File: src/hdl/cycle_timing_pkg.sv
// constants, instruction classes and helpers shared by the timing control block
package cycle_timing_pkg;

   // ----------------------------------------------------------------
   // instruction classes
   // ----------------------------------------------------------------
   typedef enum logic [4:0] {
      CLS_SINGLE_CYCLE,     // alu, extend, bit field, reverse, hint, clz
      CLS_LOAD_STORE,       // single word/half/byte load or store
      CLS_LOAD_TO_PC,       // single load into program counter
      CLS_MULTIPLE,         // ldm/stm/push/pop/doubleword, 1 + N
      CLS_MULTIPLE_PC,      // pop or ldm including program counter
      CLS_EXCLUSIVE_LOAD,
      CLS_EXCLUSIVE_STORE,
      CLS_MONITOR_CLEAR,
      CLS_BRANCH_COND,      // conditional and compare-with-zero branches
      CLS_BRANCH,           // unconditional, link, exchange, state switch
      CLS_TABLE_BRANCH,
      CLS_WRITE_PC,         // mov/add into program counter
      CLS_SPECIAL,          // cps/mrs/msr, 1 or 2
      CLS_WAIT,             // wait for event/interrupt, 1 + W
      CLS_BARRIER,          // 1 + B
      CLS_SIGNED_DIVIDE,
      CLS_UNSIGNED_DIVIDE,
      CLS_MUL_HIGH          // all six most-significant-word multiplies
   } instr_class_e;

   // ----------------------------------------------------------------
   // timing counts in core cycles
   // ----------------------------------------------------------------
   localparam logic [5:0] BASE_CYCLES       = 6'h01;
   localparam logic [5:0] MEM_SINGLE_CYCLES = 6'h02;
   localparam logic [5:0] TABLE_CYCLES      = 6'h02;
   localparam logic [5:0] SPECIAL_SLOW      = 6'h02;
   localparam logic [1:0] REFILL_MIN        = 2'h1;
   localparam logic [1:0] REFILL_MAX        = 2'h3;
   localparam logic [3:0] DIV_MIN_CYCLES    = 4'h2;
   localparam logic [3:0] DIV_MAX_CYCLES    = 4'hC;
   localparam int         REG_LIST_W        = 16;

   // number of registers set in a transfer list, pc and lr included
   function automatic logic [4:0] list_count(input logic [REG_LIST_W-1:0] regs);
      logic [4:0] n;
      n = 5'h00;
      for (int i = 0; i < REG_LIST_W; i++) begin
         n = n + {4'h0, regs[i]};
      end
      return n;
   endfunction : list_count

   // leading run of equal bits (ones or zeroes) in a word
   function automatic logic [5:0] lead_run(input logic [31:0] v);
      logic [5:0] n;
      logic       stop;
      n    = 6'h00;
      stop = 1'b0;
      for (int i = 31; i >= 0; i--) begin
         if (!stop && v[i] == v[31]) begin
            n = n + 6'h01;
         end else begin
            stop = 1'b1;
         end
      end
      return n;
   endfunction : lead_run

endpackage : cycle_timing_pkg

File: src/hdl/divide_cycle_calc.sv
// cycle count of an early-terminating divide from operand leading bits
module divide_cycle_calc
   import cycle_timing_pkg::*;
(
   input  wire logic        isSigned,
   input  wire logic [31:0] dividend,
   input  wire logic [31:0] divisor,
   output logic      [3:0]  cycles
);

   // ----------------------------------------------------------------
   // quotient width estimate
   // ----------------------------------------------------------------
   logic [5:0] runN;
   logic [5:0] runD;
   logic [5:0] sigN;
   logic [5:0] sigD;
   logic [5:0] qBits;
   logic [5:0] steps;

   // unsigned operands count leading zeroes only
   always_comb begin
      runN = lead_run(dividend);
      runD = lead_run(divisor);
      if (!isSigned && dividend[31]) runN = 6'h00;
      if (!isSigned && divisor[31])  runD = 6'h00;
      sigN  = 6'h20 - runN;
      sigD  = 6'h20 - runD;
      qBits = (sigN > sigD) ? sigN - sigD : 6'h00;
      // roughly three quotient bits retire per cycle
      steps = (qBits + 6'h02) / 6'h03;
      if (steps > 6'(DIV_MAX_CYCLES - DIV_MIN_CYCLES)) begin
         cycles = DIV_MAX_CYCLES;
      end else begin
         cycles = DIV_MIN_CYCLES + steps[3:0];
      end
   end

endmodule : divide_cycle_calc

File: src/hdl/instr_cycle_timing.sv
// execution cycle count and busy control for one issued instruction
// What this block does
// - divide ends early; cycles follow leading zeroes of operands, and leading ones too when signed.
// - push, with or without return address register, takes one plus N cycles.
// - branch_link_state_switch takes one cycle plus refill penalty.
// - halfword_byte_swap completes in one cycle.
// - sign_extend_half takes one cycle.
// - mul_high_accumulate takes one cycle.
// - mul_high_subtract takes one cycle.
// - mul_high takes one cycle.
// - mul_high_accumulate_rounded takes one cycle.
// - mul_high_subtract_rounded takes one cycle.
// - mul_high_rounded takes one cycle.
// - refill penalty is one to three cycles by alignment, width, speculation.
// - N counts every listed register, program counter and return address included.
// - a single load or store directly following another completes in one cycle.
// - untaken conditional branch takes one cycle; taken adds refill penalty.
module instr_cycle_timing
   import cycle_timing_pkg::*;
(
   input  wire logic                  clock,
   input  wire logic                  rst,
   input  wire logic                  issueValid,
   input  wire instr_class_e          issueClass,
   input  wire logic [REG_LIST_W-1:0] regList,
   input  wire logic                  branchTaken,
   input  wire logic                  targetUnaligned,
   input  wire logic                  targetWide,
   input  wire logic                  addrSpeculated,
   input  wire logic                  specialSlow,
   input  wire logic [3:0]            barrierCycles,
   input  wire logic                  waitRelease,
   input  wire logic [31:0]           operandA,
   input  wire logic [31:0]           operandB,
   output logic                       issueReady,
   output logic                       retire,
   output logic [5:0]                 lastCycles
);

   // ----------------------------------------------------------------
   // state
   // ----------------------------------------------------------------
   typedef enum logic [1:0] {IDLE, COUNT, WAIT} phase_e;

   phase_e     phase_q;
   logic [5:0] remain_q;
   logic [5:0] spent_q;
   logic       prevMem_q;
   logic       issueReady_q;
   logic       retire_q;
   logic [5:0] lastCycles_q;

   logic [5:0] cycles_d;
   logic [1:0] refill;
   logic [3:0] divCycles;
   logic [5:0] listN;
   logic       accept;

   assign accept     = issueValid && issueReady_q;
   assign issueReady = issueReady_q;
   assign retire     = retire_q;
   assign lastCycles = lastCycles_q;

   // ----------------------------------------------------------------
   // divide estimate
   // ----------------------------------------------------------------
   divide_cycle_calc u_div (
      .isSigned (issueClass == CLS_SIGNED_DIVIDE),
      .dividend (operandA),
      .divisor  (operandB),
      .cycles   (divCycles)
   );

   // ----------------------------------------------------------------
   // refill penalty and list size
   // ----------------------------------------------------------------
   // speculation hides most of the refill; misaligned wide targets cost most
   always_comb begin
      if (addrSpeculated) begin
         refill = REFILL_MIN;
      end else if (targetUnaligned && targetWide) begin
         refill = REFILL_MAX;
      end else begin
         refill = REFILL_MIN + 2'h1;
      end
      listN = {1'b0, list_count(regList)};
   end

   // ----------------------------------------------------------------
   // cycle count per class
   // ----------------------------------------------------------------
   always_comb begin
      cycles_d = BASE_CYCLES;
      unique case (issueClass)
         CLS_SINGLE_CYCLE:    cycles_d = BASE_CYCLES;
         CLS_MUL_HIGH:        cycles_d = BASE_CYCLES;
         CLS_MONITOR_CLEAR:   cycles_d = BASE_CYCLES;
         CLS_LOAD_STORE: begin
            // pipelined behind a prior single access, the address phase is hidden
            cycles_d = prevMem_q ? BASE_CYCLES : MEM_SINGLE_CYCLES;
         end
         CLS_LOAD_TO_PC:      cycles_d = MEM_SINGLE_CYCLES + {4'h0, refill};
         CLS_MULTIPLE:        cycles_d = BASE_CYCLES + listN;
         CLS_MULTIPLE_PC:     cycles_d = BASE_CYCLES + listN + BASE_CYCLES;
         CLS_EXCLUSIVE_LOAD,
         CLS_EXCLUSIVE_STORE: cycles_d = MEM_SINGLE_CYCLES;
         CLS_BRANCH_COND: begin
            cycles_d = branchTaken ? BASE_CYCLES + {4'h0, refill} : BASE_CYCLES;
         end
         CLS_BRANCH:          cycles_d = BASE_CYCLES + {4'h0, refill};
         CLS_WRITE_PC:        cycles_d = BASE_CYCLES + {4'h0, refill};
         CLS_TABLE_BRANCH:    cycles_d = TABLE_CYCLES + {4'h0, refill};
         CLS_SPECIAL:         cycles_d = specialSlow ? SPECIAL_SLOW : BASE_CYCLES;
         CLS_WAIT:            cycles_d = BASE_CYCLES;
         CLS_BARRIER:         cycles_d = BASE_CYCLES + {2'h0, barrierCycles};
         CLS_SIGNED_DIVIDE,
         CLS_UNSIGNED_DIVIDE: cycles_d = {2'h0, divCycles};
         default:             cycles_d = BASE_CYCLES;
      endcase
   end

   // ----------------------------------------------------------------
   // execution sequencer
   // ----------------------------------------------------------------
   // one instruction in flight; ready drops while a multi-cycle one runs
   always_ff @(posedge clock) begin
      if (rst) begin
         phase_q      <= IDLE;
         remain_q     <= 6'h00;
         spent_q      <= 6'h00;
         issueReady_q <= 1'b1;
         retire_q     <= 1'b0;
         lastCycles_q <= 6'h00;
      end else begin
         retire_q <= 1'b0;
         unique case (phase_q)
            IDLE: begin
               if (accept) begin
                  spent_q <= 6'h01;
                  if (issueClass == CLS_WAIT && !waitRelease) begin
                     phase_q      <= WAIT;
                     issueReady_q <= 1'b0;
                  end else if (cycles_d == BASE_CYCLES) begin
                     retire_q     <= 1'b1;
                     lastCycles_q <= BASE_CYCLES;
                  end else begin
                     phase_q      <= COUNT;
                     remain_q     <= cycles_d - 6'h01;
                     issueReady_q <= 1'b0;
                  end
               end
            end
            COUNT: begin
               spent_q  <= spent_q + 6'h01;
               remain_q <= remain_q - 6'h01;
               if (remain_q == 6'h01) begin
                  phase_q      <= IDLE;
                  issueReady_q <= 1'b1;
                  retire_q     <= 1'b1;
                  lastCycles_q <= spent_q + 6'h01;
               end
            end
            WAIT: begin
               // count saturates; long sleeps report the ceiling
               if (spent_q != 6'h3F) spent_q <= spent_q + 6'h01;
               if (waitRelease) begin
                  phase_q      <= IDLE;
                  issueReady_q <= 1'b1;
                  retire_q     <= 1'b1;
                  lastCycles_q <= (spent_q == 6'h3F) ? spent_q : spent_q + 6'h01;
               end
            end
            default: phase_q <= IDLE;
         endcase
      end
   end

   // ----------------------------------------------------------------
   // memory access adjacency
   // ----------------------------------------------------------------
   // only back-to-back single accesses pipeline; any other accepted class breaks it
   always_ff @(posedge clock) begin
      if (rst) begin
         prevMem_q <= 1'b0;
      end else if (accept) begin
         prevMem_q <= (issueClass == CLS_LOAD_STORE);
      end else if (phase_q == IDLE) begin
         prevMem_q <= 1'b0;
      end
   end

endmodule : instr_cycle_timing

File: config.mk
export PLATFORM = sky130hd
export DESIGN_NAME = instr_cycle_timing
export DESIGN_NICKNAME = d
export VERILOG_FILES = /design/src/hdl/cycle_timing_pkg.sv /design/src/hdl/divide_cycle_calc.sv /design/src/hdl/instr_cycle_timing.sv
export SDC_FILE = /design/constraint.sdc
export NUM_CORES = 1
export LEC_CHECK = 0
export BUFFER_PORTS_ARGS = -buffer_cell sky130_fd_sc_hd__buf_2
export CAP_MARGIN = 20
export CORE_ASPECT_RATIO = 0.6
export CORE_UTILIZATION = 35
export CTS_CLUSTER_SIZE = 25
export DETAILED_ROUTE_END_ITERATION = 12
export SLEW_MARGIN = 25
export SYNTH_ARGS = -nofsm -noshare
export SYNTH_HDL_FRONTEND = slang
export SYNTH_SLANG_ARGS = --single-unit
File: constraint.sdc
create_clock -name clock -period 56 [get_ports clock]
set_input_delay 11.2 -clock clock [delete_from_list [all_inputs] [get_ports clock]]
set_output_delay 11.2 -clock clock [all_outputs]
set_load 0.05 [all_outputs]
# == Yosys cells after proc, flatten, opt, wreduce, memory -nomap -nowiden ==
# Cells that the tools add are included.
# classes
n_addsub,88
n_div,1
order_cmp,2
eq_ne,91
n_mux,166
n_reduce_logical,138
# op_table
op,count
6-bit 2-to-1 mux,75
6-bit by 1-bit adder with 6-bit output (second input constant),61
1-bit 2-to-1 mux,73
1-bit logical AND,65
1-bit == test,62
1-bit logical NOT,60
6-bit case mux with 10 select lines,1
5-bit by 1-bit adder with 5-bit output,11
5-bit by 4-bit == test with 1-bit output (second input constant),8
6-bit case mux with 3 select lines,2
2-bit 2-to-1 mux,10
5-bit by 3-bit == test with 1-bit output (second input constant),3
2-bit != test (second input constant),7
6-bit by 1-bit == test with 1-bit output (second input constant),2
6-bit case mux with 2 select lines,1
6-bit by 1-bit subtractor with 6-bit output (second input constant),2
6-bit subtractor (first input constant),2
5-bit by 2-bit == test with 1-bit output (second input constant),2
4-bit AND reduction,2
2-bit OR reduction,4
1-bit by 5-bit adder with 6-bit output (first input constant),1
6-bit by 2-bit adder with 6-bit output (second input constant),1
6-bit by 2-bit divider with 6-bit output (second input constant),1
6-bit == test (second input constant),1
other kinds (27),29
# totals
reg_bits,23
input_bits,98
output_inout_bits,8
elab_cells,493

# == Depth between registers and ports, before layout ==
# logic_depth
word_depth,104
depth_mapped,133
depth_no_buf,130

# == Hierarchy ==
# From an unflattened synthesis, not the netlist that was laid out.
# unflattened
cells_unflattened,1635
hier_area_um2,11167.0
# modules_own_cells
mod,n_inst,cells_per_inst,area_per_inst_um2,seq_area_each_um2
divide_cycle_calc,1,1315,8747.1,0.0
instr_cycle_timing,1,320,2419.8,460.4

# == Least setup slack after synthesis ==
# OpenSTA, ideal clock, no wires.
# synth_path
path_kind,input-to-reg
from,input port operandB[31]
to,register issueReady_q (netlist: issueReady)
setup_time_ns,0.120
arrival_time_ns,33.504
required_time_ns,55.880
slack_ns,22.377
stages,123
n_path_buf,4
cell_sequence,buf_2 > buf_2 > and2_1 > a22oi_1 > inv_1 > ha_1 > nand2_1 > nand2_1 > ha_1 > o21a_1 > ha_1 > nand2_1 > nand2_1 > ha_1 > mux2i_1 > o21ai_0 > ha_1 > nor2_1 > [87 not listed] > and2_1 > a311oi_1 > o21bai_1 > a22oi_1 > o21ai_0 > a21oi_1 > ha_1 > xnor2_1 > a2111oi_0 > a21boi_0 > a21oi_1 > o21ai_0 > ha_1 > nand2_1 > o21bai_1 > a21o_1 > or4_1 > o31a_1
# synth_between
elab_chain_cells,102
elab_cells_between_ends,196
cone_classes,add/sub (34); div (1); order compare (2); eq/ne (33); mux (65); reduce/logical (61)
# synth_rtl
item,line,source
from (decl),instr_cycle_timing.sv:34,"input wire logic [31:0] operandB,"
branches (longest 90 deep; another with 6-bit by 1-bit adder with 6-bit output),-,
6-bit 2-to-1 mux *,divide_cycle_calc.sv:26,if (!isSigned && divisor[31]) runD = 6'h00;
6-bit subtractor *,divide_cycle_calc.sv:28,sigD = 6'h20 - runD;
6-bit subtractor or 6-bit greater-than comparator (tied branches),divide_cycle_calc.sv:29,qBits = (sigN > sigD) ? sigN - sigD : 6'h00;
6-bit 2-to-1 mux *,divide_cycle_calc.sv:29,
6-bit by 2-bit adder with 6-bit output *,divide_cycle_calc.sv:31,steps = (qBits + 6'h02) / 6'h03;
6-bit by 2-bit divider with 6-bit output *,divide_cycle_calc.sv:31,
6-bit by 4-bit greater-than comparator with 1-bit output or 2-bit by 4-bit adder with 4-bit output (tied branches),"divide_cycle_calc.sv:32, divide_cycle_calc.sv:35",
4-bit 2-to-1 mux *,divide_cycle_calc.sv:32,if (steps > 6'(DIV_MAX_CYCLES - DIV_MIN_CYCLES)) begin
6-bit case mux with 10 select lines *,instr_cycle_timing.sv:94,unique case (issueClass)
6-bit by 1-bit == test with 1-bit output *,instr_cycle_timing.sv:143,end else if (cycles_d == BASE_CYCLES) begin
3-bit != test (no line) *,-,
5-bit AND reduction (no line) *,-,
to (signal assigned),instr_cycle_timing.sv:142,issueReady_q <= 1'b0;
to (signal assigned),instr_cycle_timing.sv:149,issueReady_q <= 1'b0;
to (signal assigned),instr_cycle_timing.sv:158,issueReady_q <= 1'b1;
to (decl),instr_cycle_timing.sv:49,logic issueReady_q;
# Every way passes the cells marked *.
# A chain may end at the register's enable or synchronous reset.

# == Worst setup path in the final report ==
# layout_path
from,input port operandB[31]
to,register remain_q[5]
# layout_between
elab_chain_cells,104
elab_cells_between_ends,201
cone_classes,add/sub (35); div (1); order compare (2); eq/ne (33); mux (69); reduce/logical (61)
# layout_rtl
item,line,source
branches (longest 90 deep; another with 6-bit by 1-bit adder with 6-bit output),-,
6-bit 2-to-1 mux *,divide_cycle_calc.sv:26,
6-bit subtractor *,divide_cycle_calc.sv:28,
6-bit subtractor or 6-bit greater-than comparator (tied branches),divide_cycle_calc.sv:29,
6-bit 2-to-1 mux *,divide_cycle_calc.sv:29,
6-bit by 2-bit adder with 6-bit output *,divide_cycle_calc.sv:31,
6-bit by 2-bit divider with 6-bit output *,divide_cycle_calc.sv:31,
6-bit by 4-bit greater-than comparator with 1-bit output or 2-bit by 4-bit adder with 4-bit output (tied branches),"divide_cycle_calc.sv:32, divide_cycle_calc.sv:35",
4-bit 2-to-1 mux *,divide_cycle_calc.sv:32,
6-bit case mux with 10 select lines *,instr_cycle_timing.sv:94,
6-bit by 1-bit subtractor with 6-bit output,instr_cycle_timing.sv:148,remain_q <= cycles_d - 6'h01;
6-bit 2-to-1 mux,instr_cycle_timing.sv:143,
6-bit 2-to-1 mux,instr_cycle_timing.sv:140,if (issueClass == CLS_WAIT && !waitRelease) begin
6-bit 2-to-1 mux,instr_cycle_timing.sv:138,if (accept) begin
6-bit case mux with 2 select lines,instr_cycle_timing.sv:136,unique case (phase_q)
to (signal assigned),instr_cycle_timing.sv:148,
to (signal assigned),instr_cycle_timing.sv:155,remain_q <= remain_q - 6'h01;
to (decl),instr_cycle_timing.sv:46,logic [5:0] remain_q;
# Every way passes the cells marked *. The select of a mux whose other input is x is not followed.

==> flow_summary.json <==
{
  "status": "finished clean",
  "antenna_found_initial": 2,
  "dr.first_iter.drc_count": 1151,
  "post_dp_cell_area_um2": 12600,
  "drtAntennaViolNets": 0,
  "num_rows": 51,
  "die_h_um": 144,
  "cpMostUsedCell": "ha_1",
  "peakVddDrop_v": 0.0000154,
  "crit_slowest_cell": "nor2_1",
  "wl_per_cell_um": 15.0,
  "cts_sinks": 23,
  "avgSynthCellArea_um2": 6.79,
  "skew_ns": 0.00497,
  "io_pins": 106,
  "netlist_instances": 1727,
  "grt_overflow_total": 0,
  "synth_edf_count": 0,
  "core_area_um2": 32700,
  "h-tree-depth": 1,
  "postCtsHoldBufs": 0,
  "die_area_um2": 34200,
  "rsz0062_at_grt": "false",
  "power_density_nw_per_um2": 17.7,
  "area_growth_pct": 7.88,
  "ctsResizeCount": 0,
  "place_inst": 2217,
  "syn_area_um2": 11700,
  "route.detailed.drc": 0,
  "routed_wl_um": 33300,
  "nNetsFinal": 1965,
  "maxCapViolations": 0,
  "regArea_um2": 460,
  "fin_cells": 2223,
  "clk_pin_slew_ns": 0.06,
  "drive_gt1_share_pct": 10.5,
  "clk_latency_ns": 0.26,
  "dp_slack_ns": 18.10,
  "grt_pass1_wl_um": 54400,
  "fill_cells": 3481,
  "holdWs_ns": 0.463,
  "grt_usage_pct": 18.5,
  "async_flop_share_pct": 0,
  "cts_made_buffers": 3,
  "ys_types": 101,
  "ys_seq_area_share_pct": 3.93,
  "worst_pin_slew_ns": 1.08,
  "crit_type": "input port to flop",
  "gp_congestion": 0.909,
  "fmax_mhz": 26.2,
  "clk_path_buf_depth": 2,
  "crit_path_start_kind": "input port",
  "slew_viol_final": 0,
  "multi_input_area_um2": 10700,
  "hp-class": "flop to flop",
  "p_leak_nw": 5.01,
  "hold_violations": 0,
  "relSlewSlack_pct": 27.5,
  "portBuffers": 105,
  "endpoint_kind": "flop",
  "postCtsSetupRepairBufs": 0,
  "syn-num-nets": 1920,
  "synth_area_leaders": "ha_1 9.0%, nand2_1 6.9%, xnor2_1 6.1%",
  "fin_ws_ns": 17.89,
  "fin_tns_setup_ns": 0,
  "yosysTopAreaCell": "ha_1",
  "critPathMaxStageDelay_ns": 0.64,
  "grt_max_degree": 62,
  "setup_violations": 0,
  "min_period_ns": 38.11,
  "yosys.area.top_type_share_pct": 8.97,
  "worst-path-max-fanout": 61,
  "utilization_pct": 38.7,
  "die_w_um": 238,
  "root_buffer": "clkbuf_16",
  "critPathRequiredTime_ns": 56.13,
  "post-route-period-util_pct": 68.1,
  "ys.flop_type": "dfxtp_1",
  "final_area_um2": 12600,
  "hpwl_um": 27400,
  "grt_pass1_vias": 10900,
  "yosysWarnings": 0,
  "start_util_pct": 35.9,
  "num_vias": 12800,
  "ys_seq_elements": 23,
  "critPathArrivalTime_ns": 38.24,
  "via_per_inst": 5.74,
  "firstDrtPassIters": 5,
  "cts_tree": "built",
  "p_total_mw": 0.224
}
## report_power, final
group	switching, mW	internal, mW
logic	0.115	0.0719
registers	0.00247	0.0190
clock network	0.00619	0.00968
total	0.124	0.101
## flip-flops by register name, summed over array words and instances (netlist names)
name and flops:
lastCycles 6, remain_q 6, phase_q 2, retire 1, issueReady 1, spent_q 6
prevMem_q 1
## routing by layer
layer  up-vias  wire [um]  GRT usage, %
met2       372      13300          26.6
met5         -          0             0
li1       6398          -             -
met4         0        289          2.23
met3        16       1780          1.13
met1      5977      18000          30.0
## synthesized netlist by cell type, types with 11 or more instances
master,n
or2_2,19
and3_1,29
o211ai_1,14
or3_1,23
dfxtp_1,23
a211oi_1,19
xnor3_1,16
clkbuf_1,46
nor3_1,66
a22oi_1,16
o21ai_0,102
nand3b_1,13
o22ai_1,25
nor3b_1,11
nand3_1,79
nor2_1,158
buf_2,14
xnor2_1,82
and2_1,34
nor4_1,21
xor2_1,49
mux2i_1,42
inv_1,85
o21ai_1,16
fa_1,11
o31ai_1,12
o21a_1,15
nand2b_1,23
a21o_1,23
nand2_1,217
a21boi_0,14
ha_1,84
a21oi_1,91
nor2b_1,24
a31oi_1,18
nand4_1,19
## layout by cell type (no fill, tap or decap), types with 11 or more instances in the layout
cell type / count
a31oi_1: 18
xnor3_1: 16
buf_2: 104
ha_1: 84
nor2b_1: 24
nand4_1: 19
and2_1: 34
o22ai_1: 25
nand3b_1: 13
fa_1: 11
o21ai_1: 16
nand2b_1: 23
o31ai_1: 12
inv_1: 85
a21o_1: 23
nor4_1: 21
or3_1: 23
nand3_1: 79
o211ai_1: 14
nand2_1: 217
xnor2_1: 82
nor3_1: 66
nor3b_1: 11
a22oi_1: 16
or2_2: 19
o21a_1: 15
a21oi_1: 91
a21boi_0: 14
xor2_1: 49
mux2i_1: 42
a211oi_1: 19
o21ai_0: 102
dfxtp_1: 23
nor2_1: 158
and3_1: 29
## area by class of cell
| cell class | count | share of cell area, % |
|---|---|---|
| flip-flops and latches | 23 | 3.64 |
| clock buffers | 3 | 0.594 |
| inverters | 85 | 2.52 |
| well taps | 450 | 4.45 |
| repair buffers | 109 | 4.41 |
| multi-input cells | 1550 | 84.3 |
| diodes | 2 | 0.0396 |
| clock inverters | 1 | 0.0594 |
## worst max-delay path, delay by kind of cell
family	cells	cell delay (ns)
adder cells (fa/ha/maj)	29	9.26
AND/OR/NAND/NOR	25	3.52
buffers and inverters	7	0.93
AO/OA/AOI/OAI	39	8.49
XOR/XNOR	5	1.01
multiplexers	14	3.75
## final timing paths
path	start	endpoint	slack, ns	cells past startpoint
worst min register to register	lastCycles[2]$_SDFFE_PP0P_	lastCycles[2]$_SDFFE_PP0P_	0.46	2
worst max register to register	prevMem_q$_SDFFE_PP0P_	lastCycles[1]$_SDFFE_PP0P_	53.42	12
worst min-delay path	lastCycles[2]$_SDFFE_PP0P_	lastCycles[2]$_SDFFE_PP0P_	0.46	2
worst max-delay path	operandB[31]	remain_q[5]$_SDFFE_PP0P_	17.89	119
## cell families (layout without fill, tap and decap cells)
group	count (synthesis)	after routing	share of synthesized area, %
flip-flops	23	23	3.93
multiplexers	52	52	4.55
adder cells (fa/ha/maj)	96	96	10.9
XOR/XNOR	164	164	15.7
AND/OR/NAND/NOR	783	783	33.8
AO/OA/AOI/OAI	455	455	25.9
buffers and inverters	154	198	5.16
other	0	2	0
(Power assumes the default switching activity.)
